--- src/shared/rdom_params.svh ---
// Constants for the reset delay and output mode block
`ifndef RDOM_PARAMS_SVH
`define RDOM_PARAMS_SVH

`define RDOM_CMD_RESET_DELAY   8'hdd
`define RDOM_CMD_OUTPUT_MODE   8'hde
`define RDOM_CMD_VOUT          8'h21
`define RDOM_PAGE_ALL          8'hff

`define RDOM_DELAY_RESET       16'h0000
`define RDOM_MODE_RESET        8'h00

`define RDOM_BIT_DAC_OPEN      5
`define RDOM_BIT_FAULT_ALL     4
`define RDOM_BIT_RANGE_HIGH    3
`define RDOM_BIT_EN_POL_LOW    2
`define RDOM_BIT_FB_MODE       1
`define RDOM_BIT_PAGE_SKIP     0

`define RDOM_FS_LOW_MV         2000
`define RDOM_FS_HIGH_MV        5500
`define RDOM_CODE_MAX          4095

`define RDOM_CLK_PERIOD_NS     50
`define RDOM_SAMPLE_UNIT_NS    100000
`define RDOM_SAMPLE_UNIT_CYCLES (`RDOM_SAMPLE_UNIT_NS / `RDOM_CLK_PERIOD_NS)

`endif

--- src/shared/rdom_pkg.sv ---
// Types for the reset delay and output mode block
package rdom_pkg;
  typedef logic [7:0]  rdom_mode_t;
  typedef logic [11:0] rdom_code_t;
  typedef enum logic [1:0] {RDOM_HOLD, RDOM_TIMING, RDOM_RELEASED} rdom_state_t;
endpackage : rdom_pkg

--- src/shared/rdom_if.sv ---
// Link between the control logic and the reset timeout timer
`timescale 1ns/10ps
`default_nettype none
interface rdom_if;
  logic [15:0] delay;
  logic [7:0]  period;
  logic        run;
  logic        expired;
  modport ctl (output delay, output period, output run, input expired);
  modport tmr (input delay, input period, input run, output expired);
endinterface : rdom_if
`default_nettype wire

--- src/core/rdom_timer.sv ---
// Reset timeout counter in monitoring sample periods
`timescale 1ns/10ps
`default_nettype none
`include "rdom_params.svh"
module rdom_timer #(
  parameter int unsigned UNIT_CYCLES = `RDOM_SAMPLE_UNIT_CYCLES
) (
  input  wire logic i_clk_sys,
  input  wire logic i_reset,
  rdom_if.tmr       tif
);
  logic [15:0] unit_cnt_reg;
  logic [15:0] unit_cnt_next;
  logic [7:0]  samp_cnt_reg;
  logic [7:0]  samp_cnt_next;
  logic [15:0] to_cnt_reg;
  logic [15:0] to_cnt_next;
  logic [7:0]  period_eff;

  always_comb
  begin
    period_eff    = (tif.period == 8'h00) ? 8'h01 : tif.period;
    unit_cnt_next = unit_cnt_reg;
    samp_cnt_next = samp_cnt_reg;
    to_cnt_next   = to_cnt_reg;
    if (!tif.run)
    begin
      // Restart from zero whenever regulation is lost
      unit_cnt_next = 16'h0000; // RULE15
      samp_cnt_next = 8'h00;
      to_cnt_next   = 16'h0000;
    end
    else if (unit_cnt_reg == 16'(UNIT_CYCLES - 1))
    begin
      unit_cnt_next = 16'h0000;
      if (samp_cnt_reg == period_eff - 8'h01)
      begin
        samp_cnt_next = 8'h00;
        // One step per sample period
        if (to_cnt_reg != 16'hffff)
          to_cnt_next = to_cnt_reg + 16'h0001; // RULE2
      end
      else
        samp_cnt_next = samp_cnt_reg + 8'h01;
    end
    else
      unit_cnt_next = unit_cnt_reg + 16'h0001;
  end

  always_ff @(posedge i_clk_sys)
  begin
    if (i_reset)
    begin
      unit_cnt_reg <= 16'h0000;
      samp_cnt_reg <= 8'h00;
      to_cnt_reg   <= 16'h0000;
    end
    else
    begin
      unit_cnt_reg <= unit_cnt_next;
      samp_cnt_reg <= samp_cnt_next;
      to_cnt_reg   <= to_cnt_next;
    end
  end

  assign tif.expired = tif.run && (to_cnt_reg >= tif.delay); // RULE1

endmodule : rdom_timer
`default_nettype wire

--- src/core/rdom_top.sv ---
// Reset timeout and per-output mode configuration of a supply manager
`timescale 1ns/10ps
`default_nettype none
`include "rdom_params.svh"

// Notes on behaviour
// RULE1 - Reset released only after delay times sample period times 100 us.
// RULE2 - Timeout advances in whole monitoring sample periods.
// RULE3 - Reset delay is a 16-bit value, zero after power-up.
// RULE4 - Mode bit 5 opens DAC switch when reference-mode supply is off.
// RULE5 - Mode bit 4 spreads this output's fault to all outputs.
// RULE6 - Mode bit 3 picks 5.5 V sense range, else 2.0 V.
// RULE7 - Voltage commands scaled by range in force when received.
// RULE8 - Host sets input range before any voltage command.
// RULE9 - Host should not change range while the supply is on.
// RULE10 - Mode bit 2 set makes enable on-state low, clear makes it high.
// RULE11 - Mode bit 1 picks feedback mode, else reference-input mode.
// RULE12 - Mode bit 0 set excludes this output from page 255 writes.
// RULE13 - Reset is active-low open drain, low during power-on.
// RULE14 - Reset drops again if the selected supply is disabled.
// RULE15 - Timeout counts while regulated, restarts when regulation lost.
module rdom_top #(
  parameter int unsigned NUM_CH      = 4,
  parameter int unsigned UNIT_CYCLES = `RDOM_SAMPLE_UNIT_CYCLES
) (
  // Clock and reset
  input  wire logic                     i_clk_sys,
  input  wire logic                     i_reset,
  // Command port
  input  wire logic                     i_cmd_valid,
  input  wire logic                     i_cmd_write,
  input  wire logic [7:0]               i_cmd_code,
  input  wire logic [15:0]              i_cmd_data,
  input  wire logic [7:0]               i_page,
  output logic                          o_rd_valid,
  output logic [15:0]                   o_rd_data,
  // Settings held elsewhere
  input  wire logic [7:0]               i_monitor_sample_period,
  input  wire logic [7:0]               i_reset_source_select,
  // Channel status
  input  wire logic                     i_powering_on,
  input  wire logic [NUM_CH-1:0]        i_enable_req,
  input  wire logic [NUM_CH-1:0]        i_in_regulation,
  input  wire logic [NUM_CH-1:0]        i_fault,
  // Channel controls
  output logic [NUM_CH-1:0]             o_supply_enable_out,
  output logic [NUM_CH-1:0]             o_dac_switch_closed,
  output logic [NUM_CH-1:0]             o_feedback_mode,
  output logic [NUM_CH-1:0]             o_range_high,
  output logic [NUM_CH-1:0]             o_fault_eff,
  output rdom_pkg::rdom_code_t [NUM_CH-1:0] o_vout_code,
  // Open-drain reset pin
  output logic                          o_reset_out,
  output logic                          o_reset_oe
);
  import rdom_pkg::*;

  // Channel mask addressed by a write on a page
  function automatic logic [NUM_CH-1:0] page_targets(
    input logic [7:0]       page,
    input rdom_mode_t [NUM_CH-1:0] modes
  );
    logic [NUM_CH-1:0] m;
    m = '0;
    if (page == `RDOM_PAGE_ALL)
    begin
      for (int i = 0; i < NUM_CH; i++)
        m[i] = ~modes[i][`RDOM_BIT_PAGE_SKIP]; // RULE12
    end
    else if (page < 8'(NUM_CH))
      m[page[$clog2(NUM_CH)-1:0]] = 1'b1;
    return m;
  endfunction : page_targets

  // Millivolts to DAC code for the range in force
  function automatic rdom_code_t mv_to_code(
    input logic [15:0] mv,
    input logic        range_high
  );
    logic [27:0] prod;
    logic [27:0] q;
    prod = 28'(mv) * 28'(`RDOM_CODE_MAX);
    if (range_high)
      q = prod / 28'(`RDOM_FS_HIGH_MV); // RULE6
    else
      q = prod / 28'(`RDOM_FS_LOW_MV);
    if (q > 28'(`RDOM_CODE_MAX))
      q = 28'(`RDOM_CODE_MAX);
    return q[11:0];
  endfunction : mv_to_code

  rdom_if tif ();

  // Register file state
  logic [15:0]              delay_reg;
  logic [15:0]              delay_next;
  rdom_mode_t [NUM_CH-1:0]  mode_reg;
  rdom_mode_t [NUM_CH-1:0]  mode_next;
  rdom_code_t [NUM_CH-1:0]  vout_reg;
  rdom_code_t [NUM_CH-1:0]  vout_next;
  logic                     rd_valid_reg;
  logic                     rd_valid_next;
  logic [15:0]              rd_data_reg;
  logic [15:0]              rd_data_next;
  logic [NUM_CH-1:0]        tgt;
  logic [1:0]               rd_ch;

  always_comb
  begin
    delay_next    = delay_reg;
    mode_next     = mode_reg;
    vout_next     = vout_reg;
    rd_valid_next = 1'b0;
    rd_data_next  = rd_data_reg;
    tgt           = page_targets(i_page, mode_reg);
    rd_ch         = (i_page < 8'(NUM_CH)) ? i_page[1:0] : 2'b00;
    if (i_cmd_valid && i_cmd_write)
    begin
      if (i_cmd_code == `RDOM_CMD_RESET_DELAY)
        delay_next = i_cmd_data; // RULE3
      else if (i_cmd_code == `RDOM_CMD_OUTPUT_MODE)
      begin
        for (int i = 0; i < NUM_CH; i++)
          if (tgt[i])
            mode_next[i] = {2'b00, i_cmd_data[5:0]};
      end
      else if (i_cmd_code == `RDOM_CMD_VOUT)
      begin
        // Scaled once on receipt, never rescaled later
        for (int i = 0; i < NUM_CH; i++)
          if (tgt[i])
            vout_next[i] = mv_to_code(i_cmd_data,
              mode_reg[i][`RDOM_BIT_RANGE_HIGH]); // RULE7 RULE8
      end
    end
    else if (i_cmd_valid)
    begin
      rd_valid_next = 1'b1;
      if (i_cmd_code == `RDOM_CMD_RESET_DELAY)
        rd_data_next = delay_reg;
      else if (i_cmd_code == `RDOM_CMD_OUTPUT_MODE)
        rd_data_next = {8'h00, mode_reg[rd_ch]};
      else if (i_cmd_code == `RDOM_CMD_VOUT)
        rd_data_next = {4'h0, vout_reg[rd_ch]};
      else
        rd_data_next = 16'h0000;
    end
  end

  always_ff @(posedge i_clk_sys)
  begin
    if (i_reset)
    begin
      delay_reg    <= `RDOM_DELAY_RESET; // RULE3
      mode_reg     <= {NUM_CH{`RDOM_MODE_RESET}};
      vout_reg     <= '0;
      rd_valid_reg <= 1'b0;
      rd_data_reg  <= 16'h0000;
    end
    else
    begin
      delay_reg    <= delay_next;
      mode_reg     <= mode_next;
      vout_reg     <= vout_next;
      rd_valid_reg <= rd_valid_next;
      rd_data_reg  <= rd_data_next;
    end
  end

  // Channel control state
  logic [NUM_CH-1:0] fault_eff_next;
  logic [NUM_CH-1:0] fault_eff_reg;
  logic [NUM_CH-1:0] on_state;
  logic [NUM_CH-1:0] en_out_next;
  logic [NUM_CH-1:0] en_out_reg;
  logic [NUM_CH-1:0] dac_closed_next;
  logic [NUM_CH-1:0] dac_closed_reg;
  logic [NUM_CH-1:0] fb_next;
  logic [NUM_CH-1:0] fb_reg;
  logic [NUM_CH-1:0] range_next;
  logic [NUM_CH-1:0] range_reg;
  logic              fault_spread;

  always_comb
  begin
    fault_spread = 1'b0;
    for (int i = 0; i < NUM_CH; i++)
      fault_spread = fault_spread |
        (i_fault[i] & mode_reg[i][`RDOM_BIT_FAULT_ALL]); // RULE5
    for (int i = 0; i < NUM_CH; i++)
    begin
      fault_eff_next[i]  = i_fault[i] | fault_spread; // RULE5
      on_state[i]        = i_enable_req[i] & ~fault_eff_next[i];
      en_out_next[i]     = mode_reg[i][`RDOM_BIT_EN_POL_LOW] ?
                           ~on_state[i] : on_state[i]; // RULE10
      fb_next[i]         = mode_reg[i][`RDOM_BIT_FB_MODE]; // RULE11
      range_next[i]      = mode_reg[i][`RDOM_BIT_RANGE_HIGH]; // RULE6
      dac_closed_next[i] = ~(mode_reg[i][`RDOM_BIT_DAC_OPEN] &
                           ~fb_next[i] & ~on_state[i]); // RULE4
    end
  end

  always_ff @(posedge i_clk_sys)
  begin
    if (i_reset)
    begin
      fault_eff_reg  <= '0;
      en_out_reg     <= '0;
      dac_closed_reg <= '1;
      fb_reg         <= '0;
      range_reg      <= '0;
    end
    else
    begin
      fault_eff_reg  <= fault_eff_next;
      en_out_reg     <= en_out_next;
      dac_closed_reg <= dac_closed_next;
      fb_reg         <= fb_next;
      range_reg      <= range_next;
    end
  end

  // Reset output sequencing
  rdom_state_t       rst_state_reg;
  rdom_state_t       rst_state_next;
  logic              rst_oe_reg;
  logic              rst_oe_next;
  logic              sel_valid;
  logic              sel_good;
  logic [1:0]        sel;

  always_comb
  begin
    sel       = i_reset_source_select[1:0];
    sel_valid = (i_reset_source_select < 8'(NUM_CH));
    // Selected supply on, fault free and in regulation
    sel_good  = sel_valid && !i_powering_on && on_state[sel] &&
                i_in_regulation[sel]; // RULE14
    tif.delay  = delay_reg;
    tif.period = i_monitor_sample_period;
    tif.run    = (rst_state_reg == RDOM_TIMING) && sel_good; // RULE15
    rst_state_next = rst_state_reg;
    case (rst_state_reg)
      RDOM_HOLD:
        if (sel_good)
          rst_state_next = RDOM_TIMING;
      RDOM_TIMING:
        if (!sel_good)
          rst_state_next = RDOM_HOLD; // RULE15
        else if (tif.expired)
          rst_state_next = RDOM_RELEASED; // RULE1
      RDOM_RELEASED:
        if (!sel_good)
          rst_state_next = RDOM_HOLD; // RULE14
      default:
        rst_state_next = RDOM_HOLD;
    endcase
    rst_oe_next = (rst_state_next != RDOM_RELEASED); // RULE13
  end

  always_ff @(posedge i_clk_sys)
  begin
    if (i_reset)
    begin
      rst_state_reg <= RDOM_HOLD;
      rst_oe_reg    <= 1'b1; // RULE13
    end
    else
    begin
      rst_state_reg <= rst_state_next;
      rst_oe_reg    <= rst_oe_next;
    end
  end

  rdom_timer #(
    .UNIT_CYCLES (UNIT_CYCLES)
  ) u_timer (
    .i_clk_sys (i_clk_sys),
    .i_reset   (i_reset),
    .tif       (tif.tmr)
  );

  // Open drain pin only ever pulls low
  assign o_reset_out         = 1'b0;
  assign o_reset_oe          = rst_oe_reg;
  assign o_rd_valid          = rd_valid_reg;
  assign o_rd_data           = rd_data_reg;
  assign o_supply_enable_out = en_out_reg;
  assign o_dac_switch_closed = dac_closed_reg;
  assign o_feedback_mode     = fb_reg;
  assign o_range_high        = range_reg;
  assign o_fault_eff         = fault_eff_reg;
  assign o_vout_code         = vout_reg;

endmodule : rdom_top
`default_nettype wire

--- config.mk ---
export PLATFORM = sky130hd
export DESIGN_NAME = rdom_top
export DESIGN_NICKNAME = d
export VERILOG_FILES = /design/src/shared/rdom_pkg.sv /design/src/shared/rdom_if.sv /design/src/core/rdom_timer.sv /design/src/core/rdom_top.sv
export VERILOG_INCLUDE_DIRS = /design/src /design/src/shared
export SDC_FILE = /design/constraint.sdc
export NUM_CORES = 1
export LEC_CHECK = 0
export BUFFER_PORTS_ARGS = -buffer_cell sky130_fd_sc_hd__buf_2
export CAP_MARGIN = 30
export CORE_MARGIN = 1.5
export CORE_UTILIZATION = 30
export DETAILED_ROUTE_END_ITERATION = 16
export SYNTH_ARGS = -nofsm -noshare
export SYNTH_HDL_FRONTEND = slang
export SYNTH_SLANG_ARGS = --single-unit
--- constraint.sdc ---
create_clock -name i_clk_sys -period 60 [get_ports i_clk_sys]
set_clock_uncertainty 0.15 [all_clocks]
set_input_delay 6 -clock i_clk_sys [delete_from_list [all_inputs] [get_ports i_clk_sys]]
set_output_delay 6 -clock i_clk_sys [all_outputs]
set_load 0.01 [all_outputs]
* After elaboration in Yosys (flattened, before gate mapping)
Index checks and enable logic that the tools add are counted.
Widths: inputs -> output; s select.
** Operators by class
- Magnitude comparators :: 11
- Shift operators :: 0
- Bitwise gates (word level) :: 47
- Add/sub/neg operators :: 4
- Div/mod/pow operators :: 2
- Reductions and logical operators :: 24
- Equal/unequal tests :: 10
- Multiplexer cells :: 56
- Multipliers :: 1
** Operators with widths (count)
- $mux 28 :: 24
- $gt 28x12->1 const B :: 4
- $mux 12 :: 7
- $add 16x1->16 const B :: 2
- $div 28x11->28 const B :: 1
- $div 28x13->28 const B :: 1
- $mul 16x12->28 const B :: 1
- $bmux 12 s2 :: 1
- $eq 8x8->1 const B :: 3
- $mux 8 :: 3
- $not 1->1 :: 24
- $reduce_and 5->1 :: 4
- $and 1x1->1 :: 16
- $bmux 8 s2 :: 1
- $eq 16x11->1 const B :: 1
- $ge 16x16->1 :: 1
- $lt 8x3->1 const B :: 2
- $mux 16 :: 1
- $ne 16x16->1 const B :: 1
- $reduce_and 4->1 :: 4
- $mux 2 :: 5
- $lt 2x3->1 const B :: 3
- $add 8x1->8 const B :: 1
- $eq 8x6->1 const B :: 1
- other kinds (20) :: 43
** Storage, ports and cells
- Memory bits (writable) :: 0
- Bits in latches :: 0
- Output and inout port bits :: 87
- Input port bits :: 65
- Bits in read-only memories :: 0
- Bits in registers :: 168
- Memories kept :: 0

* Logic depth before layout (Yosys ltp)
- Depth in word-level cells :: 17
- Gate-level depth with buffers :: 88
- Depth with buffers taken out :: 76

* By module
From an unflattened synthesis, not the netlist that was laid out.
** Unflattened totals
- Cells, all modules :: 3062
- Area total of the unflattened synthesis :: 22686.8 sq um
** Modules (own cells, without submodules)
- rdom_top :: times used 1, cells each 2751, sequential area each 2562.5 sq um, area each 20200.6 sq um
- rdom_timer :: times used 1, cells each 311, sequential area each 800.8 sq um, area each 2486.1 sq um

* Worst setup path before layout
No wires, ideal clock.
- Path type :: input-to-reg
- Start point :: input i_cmd_data[3]
- End point :: register vout_reg, in the netlist o_vout_code[0]
- Arrival time :: 25.363 ns
- Buffers on the path :: 7
- Setup slack :: 34.402 ns
- Required time :: 59.764 ns
- Stages :: 81
- Library setup time :: 0.086 ns
- Cell sequence :: inv_1 fa_1 inv_1 fa_1 ha_1 fa_1 inv_1 fa_1 inv_1 ha_1 buf_2 a21o_1 a221oi_2 o22ai_1 o2111a_1 or3_1 buf_2 and2_1 [45 not listed] nor3_2 o21ai_2 and2_1 buf_2 a21oi_2 xnor2_1 o31ai_4 mux2i_1 xor2_1 o211ai_2 a21oi_2 o21ai_2 mux2i_1 o311ai_2 a211oi_1 nor4_2 o21ai_1 a211oi_1
** Between the ends
- Cells in the longest elaborated chain, start to end :: 10
- Elaborated cells between the ends (all ways) :: 11
- Those cells by class :: mul (1); div (2); order compare (1); mux (7)
** RTL lines
- start, declared :: RTL line rdom_top.sv:33 : input wire logic [15:0] i_cmd_data,
- $mul 16x12->28 * :: RTL line rdom_top.sv:82 : prod = 28'(mv) * 28'(`RDOM_CODE_MAX);
- $div 28x11->28 / $div 28x13->28 (equally long branches) :: RTL line rdom_top.sv:86, rdom_top.sv:84
- $mux 28 * :: RTL line rdom_top.sv:83 : if (range_high)
- $mux 28 * :: RTL line rdom_top.sv:131 : if (tgt[i])
- $mux 28 * :: RTL line rdom_top.sv:127 : else if (i_cmd_code == `RDOM_CMD_VOUT)
- $mux 28 * :: RTL line rdom_top.sv:121 : else if (i_cmd_code == `RDOM_CMD_OUTPUT_MODE)
- $mux 28 * :: RTL line rdom_top.sv:119 : if (i_cmd_code == `RDOM_CMD_RESET_DELAY)
- $mux 28 * :: RTL line rdom_top.sv:117 : if (i_cmd_valid && i_cmd_write)
- $gt 28x12->1 :: RTL line rdom_top.sv:87 : if (q > 28'(`RDOM_CODE_MAX))
- $mux 12 * :: RTL line rdom_top.sv:87
- end signal, assigned :: RTL line rdom_top.sv:164 : vout_reg <= vout_next;
- end, declared :: RTL line rdom_top.sv:99 : rdom_code_t [NUM_CH-1:0] vout_reg;
Every way passes the cells marked *; elsewhere a longest branch is shown, timed or not. The select of a mux whose other input is x is not followed.
A chain may end at the register's enable or synchronous reset.

* Worst setup path in the final report
- Start point :: input i_cmd_data[13]
- End point :: register vout_reg, in the netlist o_vout_code[36]
The elaborated chain is that of the path after synthesis.

==> key figures <==
Outcome
  • Result of the run: finished clean

Global route
  • Vias in the first global route: 21800
  • Overflow after GRT: 0
  • GRT Overall Usage: 0.183
  • First-pass GRT wire length: 118000 µm
  • Largest net degree at the start of global routing: 69
  • Initial antenna violation count: 0

Synthesis
  • Synthesized area: 0.0229 mm²
  • Unique masters post-synth: 118
  • Synthesized area per cell: 7.34 µm²
  • Seq/Total Area, Yosys: 0.147
  • Ys Warns: 0
  • Mapped Nets: 3366
  • Post-synth top flop: dfxtp_1
  • Ys async rst share: 0
  • Synthesized flop and latch total: 168
  • EDFF count, synth: 0
  • Synth Instances: 3125

Route
  • Via count: 23700
  • First-pass DRT Iterations: 5
  • Vias per inst: 5.67
  • Post-route ant nets: 0
  • Residual DRC: 0
  • Routed WL per cell: 17.6 µm
  • WL final: 73800 µm
  • DRT iter0 DRCs: 1865

Cells and area
  • Non-Filler Instances: 4185
  • Largest register FFs: 48
  • Area Overhead vs Synth: 9.88%
  • Fill cells: 8161
  • Layout cells sized above 1: 0.114
  • Seq. cell area: 0.00336 mm²
  • Antenna Diode Count: 0
  • Area of the multi-input gates: 0.0183 mm²
  • Nets: 3435

Clock tree
  • Clock root buffer: clkbuf_16
  • Clk Latency, worst-skew pair: 440 ps
  • CTS tree: built
  • TritonCTS Sinks: 168
  • Hold_buf cts: 0
  • CTS max path bufs: 2
  • CTS resizes: 0
  • CTS Buf Count: 17
  • Reg clk slew, reported paths: 70 ps
  • Postcts setup bufs: 0
  • CTS H-Tree Depth: 4

Floorplan
  • Initial core utilization: 0.302
  • Core footprint: 0.0758 mm²
  • Number of primary I/O pins: 152
  • Row cnt: 101
  • Die Span X: 279 µm
  • Die area: 0.0781 mm²
  • Die height: 279 µm

Placed design
  • Detail Placement HPWL: 58500 µm
  • Post-place setup slack: 29780 ps
  • Port Buffers: 150
  • GP Congestion: 0.913
  • Placed Instances: 4152

Setup path
  • CP top delay family: compound AO/OA/AOI/OAI gates
  • Largest stage delay, worst path: 750 ps
  • Kind of critical path: in -> reg
  • Critical path startpoint category: input port
  • Crit path buf inv count: 5
  • CP required: 60190 ps
  • Arr. time, crit path: 30200 ps
  • Slowest-stage cell, CP: xnor2_1
  • Crit-path max FO: 21
  • Crit end category: flip-flop

STA
  • Final Setup Violations: 0
  • Final period utilization: 0.500
  • Final Max Slew Viols: 0
  • Worst Max-Slew Pin Slew: 1070 ps
  • Tmin final: 30010 ps
  • Worst setup margin: 29990 ps
  • Final Hold Fails: 0
  • Fmax: 33.3 MHz
  • Relative slew slack: 0.287
  • Setup TNS Final: 0 ps
  • RSZ-0062 raised after global routing: false

Hold path
  • Worst Hold Class: reg -> reg

Flow run
  • Max-cap violation count: 0
-- metrics by stage --
stage	hold slack, ps	util	cell area, µm²
4_1_cts	292	0.332	25200
6_report	291	0.332	25200
3_5_place_dp	278	0.324	24600
3_3_place_gp	284	0.324	24600
2_1_floorplan	230	-	22900
5_1_grt	309	0.332	25200
-- final cells by class --
cell class / instances / area share
well taps: 978 / 0.0486
inverters: 192 / 0.0286
clock inverters: 14 / 0.00591
clock buffers: 18 / 0.0174
repair buffers: 186 / 0.0406
multi-input cells: 2629 / 0.725
flip-flops and latches: 168 / 0.133
-- cells in the mapped netlist (all sizes together), types with 45 or more instances --
cell type  number  area [µm²]
a21oi         212        1140
nor3           89         477
xor2           56         490
o21ai         188         986
nand2         317        1200
nand3         106         541
mux2i          61         611
a211oi         93         733
xnor2         137        1240
dfxtp         168        3360
clkbuf        100         377
fa             98        1960
inv           188         706
ha             78         976
nor2          367        1380
a21o           45         338
nand4          47         307
-- cell families after synthesis --
| group | synth area share |
|---|---|
| flip-flops | 0.147 |
| AND/OR/NAND/NOR | 0.248 |
| buffers and inverters | 0.0568 |
| other | 0.000164 |
| AO/OA/AOI/OAI | 0.302 |
| adder cells (fa/ha/maj) | 0.132 |
| XOR/XNOR | 0.0754 |
| multiplexers | 0.0384 |
-- placed cells by master, fill, tap and decap left out, types with 14 or more instances in the layout --
| master | n |
|---|---|
| and2_1 | 38 |
| and4_1 | 14 |
| o211ai_1 | 39 |
| and3_1 | 37 |
| fa_1 | 98 |
| mux2i_1 | 61 |
| o31ai_1 | 28 |
| a21o_1 | 45 |
| xor2_1 | 56 |
| mux2_2 | 23 |
| xnor2_1 | 132 |
| o2111ai_1 | 23 |
| a2111oi_0 | 18 |
| o21ai_0 | 138 |
| nand3_1 | 104 |
| or2_2 | 22 |
| buf_2 | 149 |
| a21oi_1 | 198 |
| nand2_1 | 315 |
| o21ai_1 | 40 |
| a211o_1 | 17 |
| a211oi_1 | 89 |
| o22ai_1 | 37 |
| nor2_1 | 366 |
| inv_1 | 187 |
| dfxtp_1 | 168 |
| buf_4 | 36 |
| or3_1 | 31 |
| clkbuf_16 | 17 |
| nand2b_1 | 30 |
| nor2b_1 | 15 |
| nor3_1 | 84 |
| a31oi_1 | 40 |
| a311oi_1 | 18 |
| nand4_1 | 45 |
| ha_1 | 78 |
| o21a_1 | 27 |
| nor4_1 | 15 |
-- worst register-to-register path, delay by kind of cell, from the launching register on --
| family | cells | cell delay, ps |
|---|---|---|
| adder cells (fa/ha/maj) | 1 | 250 |
| multiplexers | 1 | 110 |
| AO/OA/AOI/OAI | 11 | 1660 |
| flip-flops | 1 | 390 |
| buffers and inverters | 2 | 110 |
| AND/OR/NAND/NOR | 11 | 810 |
-- worst paths after layout --
kind | from | endpoint | slack (ps) | depth (start not counted)
max | i_cmd_data[13] | o_vout_code[36]$_SDFFE_PP0P_ | 29990 | 74
min | mode_reg[5]$_SDFFE_PP0P_ | o_dac_switch_closed[0]$_SDFF_PP1_ | 290 | 1
max reg2reg | u_timer.to_cnt_reg[0]$_SDFFE_PP0P_ | rst_state_reg[1]$_SDFF_PP0_ | 56430 | 26
min reg2reg | mode_reg[5]$_SDFFE_PP0P_ | o_dac_switch_closed[0]$_SDFF_PP1_ | 290 | 1
-- per-layer routing --
layer,GRT usage,vias to the layer above,wire [µm]
li1,-,11600,-
met1,0.246,11300,33800
met2,0.313,739,34900
met3,0.0150,90,3520
met4,0.0485,0,1590
met5,0,-,0
Power is not shown: default switching activity piles up to over one toggle a cycle in this logic, so the estimate is an artifact.
